<file path="config.mk">
export PLATFORM = sky130hd
export DESIGN_NAME = uecs_core
export DESIGN_NICKNAME = d
export VERILOG_FILES = /design/src/design/uecs_core.v
export VERILOG_INCLUDE_DIRS = /design/src /design/src/design
export SDC_FILE = /design/constraint.sdc
export NUM_CORES = 1
export LEC_CHECK = 0
export ABC_AREA = 1
export BUFFER_PORTS_ARGS = -buffer_cell sky130_fd_sc_hd__buf_2
export CORE_UTILIZATION = 55
export DETAILED_ROUTE_END_ITERATION = 10
export PLACE_DENSITY_LB_ADDON = 0.15
export SETUP_SLACK_MARGIN = 0.2
export SYNTH_ARGS = -nofsm -noshare
export SYNTH_HDL_FRONTEND = slang
export SYNTH_SLANG_ARGS = --single-unit
</file>
<file path="constraint.sdc">
create_clock -name sys_clk -period 3.9 [get_ports sys_clk]
set_clock_uncertainty 0.15 [all_clocks]
set_input_delay 0.78 -clock sys_clk [delete_from_list [all_inputs] [get_ports sys_clk]]
set_output_delay 0.78 -clock sys_clk [all_outputs]
set_load 0.005 [all_outputs]
</file>
<file path="src/design/uecs_defines.vh">
`ifndef UECS_DEFINES_VH
`define UECS_DEFINES_VH

// ------------------------------------------------------------
// register offsets
// ------------------------------------------------------------
`define UECS_ADDR_W        8
`define UECS_OFS_ENADDR    8'h10
`define UECS_OFS_EVT1      8'h11
`define UECS_OFS_EVT2      8'h12
`define UECS_OFS_CTRL      8'h13
`define UECS_OFS_EP0STAT   8'h14
`define UECS_OFS_EP0TX     8'h15
`define UECS_OFS_MASK1     8'h16
`define UECS_OFS_MASK2     8'h17

// ------------------------------------------------------------
// field positions
// ------------------------------------------------------------
`define UECS_B_ENABLE      7
`define UECS_B_RX0         7
`define UECS_B_TX0         6
`define UECS_B_TX1         5
`define UECS_B_TX2         4
`define UECS_B_BRST        3
`define UECS_B_SUSP        2
`define UECS_B_RSM         3
`define UECS_B_T0          0
`define UECS_B_FSUSP       7
`define UECS_B_RRES        6
`define UECS_B_RXRDY       0
`define UECS_B_TGL         7
`define UECS_B_DIR         5
`define UECS_B_SETUP       4
`define UECS_B_TXRDY       7

// ------------------------------------------------------------
// masks and reset values
// ------------------------------------------------------------
`define UECS_EVT1_MASK     8'hfc
`define UECS_EVT2_MASK     8'h09
`define UECS_CTRL_MASK     8'hc1
`define UECS_ZERO8         8'h00
`define UECS_ZERO7         7'h00
`define UECS_ADDR_MSB      6

`endif

</file>
<file path="src/design/uecs_core.v">
// The plain strobed port was decided locally.
`timescale 1ns/1ps
`include "uecs_defines.vh"

// How it works
// - engine disabled while enable bit is 0; operates once set to 1.
// - seven-bit function address held; only matching tokens accepted.
// - ep0 receive event set on rx completion; cleared by writing 0.
// - ep0 transmit event set on tx completion; cleared by writing 0.
// - ep1 transmit event set on IN completion; cleared by writing 0.
// - ep2 transmit event set on IN completion; cleared by writing 0.
// - bus reset event set on detected bus reset; cleared by writing 0.
// - suspend event set when bus suspends; cleared by writing 0.
// - resume event set on resume signalling; cleared by writing 0.
// - timer zero event flag in second event register; write 0 clears.
// - forced-suspend bit puts the interface into suspend.
// - remote resume drives resume signalling while suspended.
// - receive-ready set by firmware; hardware clears it with rx event.
// - read-only toggle of last ep0 received packet, 1 for DATA1.
// - read-only ep0 direction bit, 1 for IN.
// - read-only indicator that last ep0 token was SETUP.
// - transmit-ready set by firmware; hardware clears it with tx event.
module uecs_core (
	input  wire       sys_clk,
	input  wire       rst,
	input  wire [7:0] reg_addr,
	input  wire [7:0] reg_wdata,
	input  wire       reg_wr,
	input  wire       reg_rd,
	output reg  [7:0] reg_rdata,
	input  wire       sie_token_valid,
	input  wire [6:0] sie_token_addr,
	input  wire       sie_token_setup,
	input  wire       sie_token_in,
	input  wire       sie_ep0_rx_done,
	input  wire       sie_ep0_rx_data1,
	input  wire       sie_ep0_tx_done,
	input  wire       sie_ep1_tx_done,
	input  wire       sie_ep2_tx_done,
	input  wire       sie_bus_reset,
	input  wire       sie_suspend,
	input  wire       sie_resume,
	input  wire       timer_zero_tick,
	output reg        engine_on,
	output reg        addr_match,
	output reg        suspend_active,
	output reg        remote_resume_drive,
	output reg        ep0_receive_ready,
	output reg        ep0_transmit_ready,
	output reg        irq
);

// ------------------------------------------------------------
// registers
// ------------------------------------------------------------
reg        engine_enable_r;
reg  [6:0] function_address_r;
reg  [7:0] evt1_r;
reg  [7:0] evt2_r;
reg  [7:0] evt1_nxt;
reg  [7:0] evt2_nxt;
reg  [7:0] mask1_r;
reg  [7:0] mask2_r;
reg        force_susp_r;
reg        remote_res_r;
reg        rx_ready_r;
reg        tx_ready_r;
reg        rx_toggle_r;
reg        dir_r;
reg        setup_seen_r;
reg  [7:0] rdata_nxt;
wire [7:0] evt1_set;
wire [7:0] evt2_set;
wire       live;
wire       susp_now;

// decode used for every register write
function wr_hit;
	input [7:0] a;
	input [7:0] ofs;
	input       w;
	begin
		wr_hit = w && (a == ofs);
	end
endfunction

// events are ignored while the engine is off; timer ticks are not usb
assign live = engine_enable_r;
assign evt1_set = {live & sie_ep0_rx_done, live & sie_ep0_tx_done,
	live & sie_ep1_tx_done, live & sie_ep2_tx_done,
	live & sie_bus_reset, live & sie_suspend, 2'b00};
assign evt2_set = {4'h0, live & sie_resume, 2'b00, timer_zero_tick};
assign susp_now = live && (force_susp_r || evt1_r[`UECS_B_SUSP]);

// ------------------------------------------------------------
// sticky flags: write 0 clears, write 1 keeps, set beats clear
// ------------------------------------------------------------
always @* begin
	evt1_nxt = evt1_r;
	evt2_nxt = evt2_r;
	if (wr_hit(reg_addr, `UECS_OFS_EVT1, reg_wr))
		evt1_nxt = evt1_r & reg_wdata;
	if (wr_hit(reg_addr, `UECS_OFS_EVT2, reg_wr))
		evt2_nxt = evt2_r & reg_wdata;
	evt1_nxt = (evt1_nxt | evt1_set) & `UECS_EVT1_MASK;
	evt2_nxt = (evt2_nxt | evt2_set) & `UECS_EVT2_MASK;
end

always @(posedge sys_clk or posedge rst) begin
	if (rst) begin
		engine_enable_r    <= 1'b0;
		function_address_r <= `UECS_ZERO7;
		evt1_r             <= `UECS_ZERO8;
		evt2_r             <= `UECS_ZERO8;
		mask1_r            <= `UECS_ZERO8;
		mask2_r            <= `UECS_ZERO8;
		force_susp_r       <= 1'b0;
		remote_res_r       <= 1'b0;
		rx_ready_r         <= 1'b0;
		tx_ready_r         <= 1'b0;
		rx_toggle_r        <= 1'b0;
		dir_r              <= 1'b0;
		setup_seen_r       <= 1'b0;
	end else begin
		evt1_r <= evt1_nxt;
		evt2_r <= evt2_nxt;
		if (wr_hit(reg_addr, `UECS_OFS_ENADDR, reg_wr)) begin
			engine_enable_r    <= reg_wdata[`UECS_B_ENABLE];
			function_address_r <= reg_wdata[`UECS_ADDR_MSB:0];
		end
		if (wr_hit(reg_addr, `UECS_OFS_MASK1, reg_wr))
			mask1_r <= reg_wdata & `UECS_EVT1_MASK;
		if (wr_hit(reg_addr, `UECS_OFS_MASK2, reg_wr))
			mask2_r <= reg_wdata & `UECS_EVT2_MASK;
		if (wr_hit(reg_addr, `UECS_OFS_CTRL, reg_wr)) begin
			force_susp_r <= reg_wdata[`UECS_B_FSUSP];
			remote_res_r <= reg_wdata[`UECS_B_RRES];
		end
		// hardware clear wins over a same-cycle firmware set
		if (evt1_set[`UECS_B_RX0])
			rx_ready_r <= 1'b0;
		else if (wr_hit(reg_addr, `UECS_OFS_CTRL, reg_wr))
			rx_ready_r <= reg_wdata[`UECS_B_RXRDY];
		if (evt1_set[`UECS_B_TX0])
			tx_ready_r <= 1'b0;
		else if (wr_hit(reg_addr, `UECS_OFS_EP0TX, reg_wr))
			tx_ready_r <= reg_wdata[`UECS_B_TXRDY];
		if (evt1_set[`UECS_B_RX0])
			rx_toggle_r <= sie_ep0_rx_data1;
		if (live && sie_token_valid &&
		    sie_token_addr == function_address_r) begin
			dir_r        <= sie_token_in;
			setup_seen_r <= sie_token_setup;
		end
	end
end

// ------------------------------------------------------------
// read mux, data one cycle after the strobe
// ------------------------------------------------------------
always @* begin
	rdata_nxt = `UECS_ZERO8;
	case (reg_addr)
	`UECS_OFS_ENADDR:  rdata_nxt = {engine_enable_r, function_address_r};
	`UECS_OFS_EVT1:    rdata_nxt = evt1_r;
	`UECS_OFS_EVT2:    rdata_nxt = evt2_r;
	`UECS_OFS_CTRL:    rdata_nxt = {force_susp_r, remote_res_r, 5'h00,
		rx_ready_r};
	`UECS_OFS_EP0STAT: rdata_nxt = {rx_toggle_r, 1'b0, dir_r,
		setup_seen_r, 4'h0};
	`UECS_OFS_EP0TX:   rdata_nxt = {tx_ready_r, 7'h00};
	`UECS_OFS_MASK1:   rdata_nxt = mask1_r;
	`UECS_OFS_MASK2:   rdata_nxt = mask2_r;
	default:           rdata_nxt = `UECS_ZERO8;
	endcase
end

// ------------------------------------------------------------
// registered outputs
// ------------------------------------------------------------
always @(posedge sys_clk or posedge rst) begin
	if (rst) begin
		reg_rdata           <= `UECS_ZERO8;
		engine_on           <= 1'b0;
		addr_match          <= 1'b0;
		suspend_active      <= 1'b0;
		remote_resume_drive <= 1'b0;
		ep0_receive_ready   <= 1'b0;
		ep0_transmit_ready  <= 1'b0;
		irq                 <= 1'b0;
	end else begin
		// unmapped or idle reads return zero
		reg_rdata <= reg_rd ? rdata_nxt : `UECS_ZERO8;
		engine_on <= live;
		// token address compare; off engine answers nothing
		addr_match <= live && sie_token_valid &&
			(sie_token_addr == function_address_r);
		suspend_active <= susp_now;
		// resume only makes sense while suspended
		remote_resume_drive <= susp_now && remote_res_r;
		ep0_receive_ready   <= rx_ready_r;
		ep0_transmit_ready  <= tx_ready_r;
		// flags use next value so irq tracks them without extra lag
		irq <= |(evt1_nxt & mask1_r) || |(evt2_nxt & mask2_r);
	end
end

endmodule // uecs_core

</file>
==> out/metrics.csv <==
stage;metric;value;unit
layout;ANT cells;0;
floorplan;die width;66.3;um
setup_path;worst path cell trace;buf_2 > inv_1 > nand2_2 > nor2_8 > inv_4 > nor3_4 > nand2_2 > nand2_1 > o21ai_2;
placed_design;port buffer count;53;
yosys;Mapped Avg Cell Area;8.18;um2
global_route;number of global-route vias before repair;1726;
setup_path;CP top delay family;simple AND/OR/NAND/NOR gates;
global_route;met2 Track Usage GR;38.8;%
cts;Clk Latency, worst-skew pair;0.30;ns
placed_design;placed cells;375;
yosys;Cell variety after synth;28;
yosys;post-synth top area share;50.6;%
routing;DRT antenna net count;0;
setup_path;CP required;3.94;ns
sta;worst-margin pin slew;0.545;ns
cts;Max Root-Sink Buffers;2;
floorplan;Die Y;66.3;um
routing;Wirelength per Cell;13.2;um
routing;DRT Wirelength;5.05;mm
placed_design;final RePlAce weighted congestion;0.957;
floorplan;row cnt;23;
global_route;gr usage total;25.2;%
layout;utilization after layout;66.6;%
sta;worst hold margin;0.239;ns
global_route;GR peak layer;met2;
global_route;GR Layer Usage met3;8.28;%
min_path;worst min-delay path class;reg -> reg;
yosys;cells after synthesis;278;
setup_path;CP max FO;25;
yosys;FFs w/ async S/R, synth;100;%
cts;Root Driver;clkbuf_8;
sta;crit share post-route;52.8;%
yosys;cell taking the most area after synthesis;dfrtp_1;
setup_path;Worst EP arrival;2.10;ns
setup_path;Critical Path Max Stage Delay;0.31;ns
yosys;cell area after synthesis;2270;um2
global_route;pin count of the biggest net entering global routing;47;
yosys;commonest cells in the netlist;89 x nand2_1, 46 x dfrtp_1, 40 x inv_1;
cts;CTS resizes;0;
placed_design;post-DP HPWL;3.82;mm
layout;Non-Filler Instances;383;
layout;post-layout net count;371;
cts;Num CTS Buffers;5;
yosys;most area-consuming cells after synthesis;dfrtp_1 51%, nand2_1 15%, inv_1 6.6%;
global_route;remaining global-route overflow;0;
global_route;antenna violations before repair;0;
floorplan;IO Count;54;
routing;vias post-DR;1997;
sta;Fin. Hold Viols;0;
cts;Worst-path clk slew;0.08;ns
job;Max-Cap Viols;0;
setup_path;most frequent cell on the critical path;nand2_2;
sta;Fin Setup TNS;0;ns
setup_path;Buf+Inv Stages, Crit Path;3;
placed_design;pre-CTS worst setup slack;1.51;ns
cts;TritonCTS Sinks;46;
setup_path;Critical Path Sink Type;flop;
cts;post-CTS setup buffers;0;
cts;Hold-fix buffers, CTS;0;
global_route;first-pass GRT wire length;8.04;mm
layout;Syn-to-layout area delta;16.3;%
pwr;PwrDens;378;nW/um2
sta;minimum clock period;2.06;ns
routing;Starting DRT DRC Count;152;
floorplan;Core ar.;3970;um2
sta;fmax;485;MHz
floorplan;Initial Utilization;57.2;%
floorplan;die footprint;4390;um2
global_route;met1 Track Usage GR;34.0;%
sta;final setup fails;0;
routing;DR pass1 iterations;4;
yosys;sequential-to-total area share from yosys stat;50.6;%
sta;worst relative slew slack;63.6;%
yosys;Syn. warnings;0;
yosys;#FFs+latches synth;46;
sta;unrepaired setup endpoints after global routing;no;
layout;ratio of cells with drive above 1 in the final layout;23.7;%
sta;setup ws final;1.84;ns
routing;DR vias/cell;5.21;
yosys;Synth Flop Type;dfrtp_1;
yosys;dominant cell by count in the synthesized netlist;nand2_1;
cts;htree depth;2;
setup_path;CP max-delay cell;nor2_8;
yosys;syn_nets;317;
sta;max-slew violation count;0;
cts;CTS tree;done;
pwr;Worst VDD drop;249;uV
outcome;outcome;complete, no violations;
setup_path;kind of critical path;in -> reg;
yosys;number of synthesized flops with an enable pin;0;
routing;drt drc;0;
setup_path;CP startpoint kind;input pin;
pwr;Pleak;1.41;nW
## per-layer routing
layer	wire (um)	vias to the layer above	part of all wire [%]
met5	0	-	0
li1	-	994	-
met2	2390	74	47
met1	2230	919	44
met4	89	0	1.8
met3	338	10	6.7
## cells by family (layout without fill, tap and decap cells)
group,after synthesis,in the layout,share of synthesized area (%)
mux,1,1,0.495
flops,46,46,50.6
xor+xnor,2,2,0.771
simple gates,147,147,29.4
compound gates,34,34,9.41
buf+inv,48,103,9.30
## final timing paths
| path | slack (ns) | to | startpoint | cells after the start |
|---|---|---|---|---|
| min in group asynchronous | 0.45 | reg_rdata[6] | rst | 3 |
| worst max-delay path | 1.84 | mask1_r[2] | reg_addr[5] | 9 |
| worst min-delay path | 0.24 | ep0_transmit_ready | tx_ready_r | 0 |
| max in group asynchronous | 2.78 | evt2_r[3] | rst | 3 |
| worst min register to register | 0.24 | ep0_transmit_ready | tx_ready_r | 0 |
| worst max register to register | 2.45 | irq | engine_enable_r | 6 |
## stage by stage
step | total power, mW | area [um2]
after floorplan | 0.651 | 2270
after global placement | 0.705 | 2550
after detailed placement | 0.710 | 2550
after CTS | 1.00 | 2650
after global routing | 1.05 | 2650
final | 0.999 | 2650
## cell usage in the layout (no fill, tap or decap), types with 2 or more instances in the layout
cell	netlist	final
nand4_1	10	10
xnor2_1	2	2
o21ai_0	17	17
o21ai_2	6	6
a21oi_1	4	4
dfrtp_1	46	46
nor3_1	6	6
nand2_1	89	89
o211ai_1	2	2
or2_2	2	2
clkbuf_8	0	6
nand2_2	4	4
nand3_1	17	17
inv_1	40	39
nor2_4	2	2
buf_2	2	53
nor2_1	14	14
a41oi_1	2	2
## final cells by class
class,count,area [um2]
Sequential cell,46,1150
Clock inverter,1,5.00
Fill cell,345,1330
Clock buffer,7,86.3
Timing Repair Buffer,54,273
Tap cell,50,62.6
Multi-Input combinational cell,184,911
Inverter,41,156
## sequential cells by signal (all words and copies together) (netlist names), 2 cells and up
signal / cells
mask1_r: 6
function_address_r: 7
evt2_r: 2
reg_rdata: 8
mask2_r: 2
evt1_r: 6
## where the power goes
group          total, mW  internal [mW]  leakage [nW]  switching [mW]
Combinational      0.136         0.0534         0.767          0.0826
Sequential         0.565          0.530         0.599          0.0344
Clock              0.299          0.143        0.0482           0.156
Power figures use the tool's default switching activity.
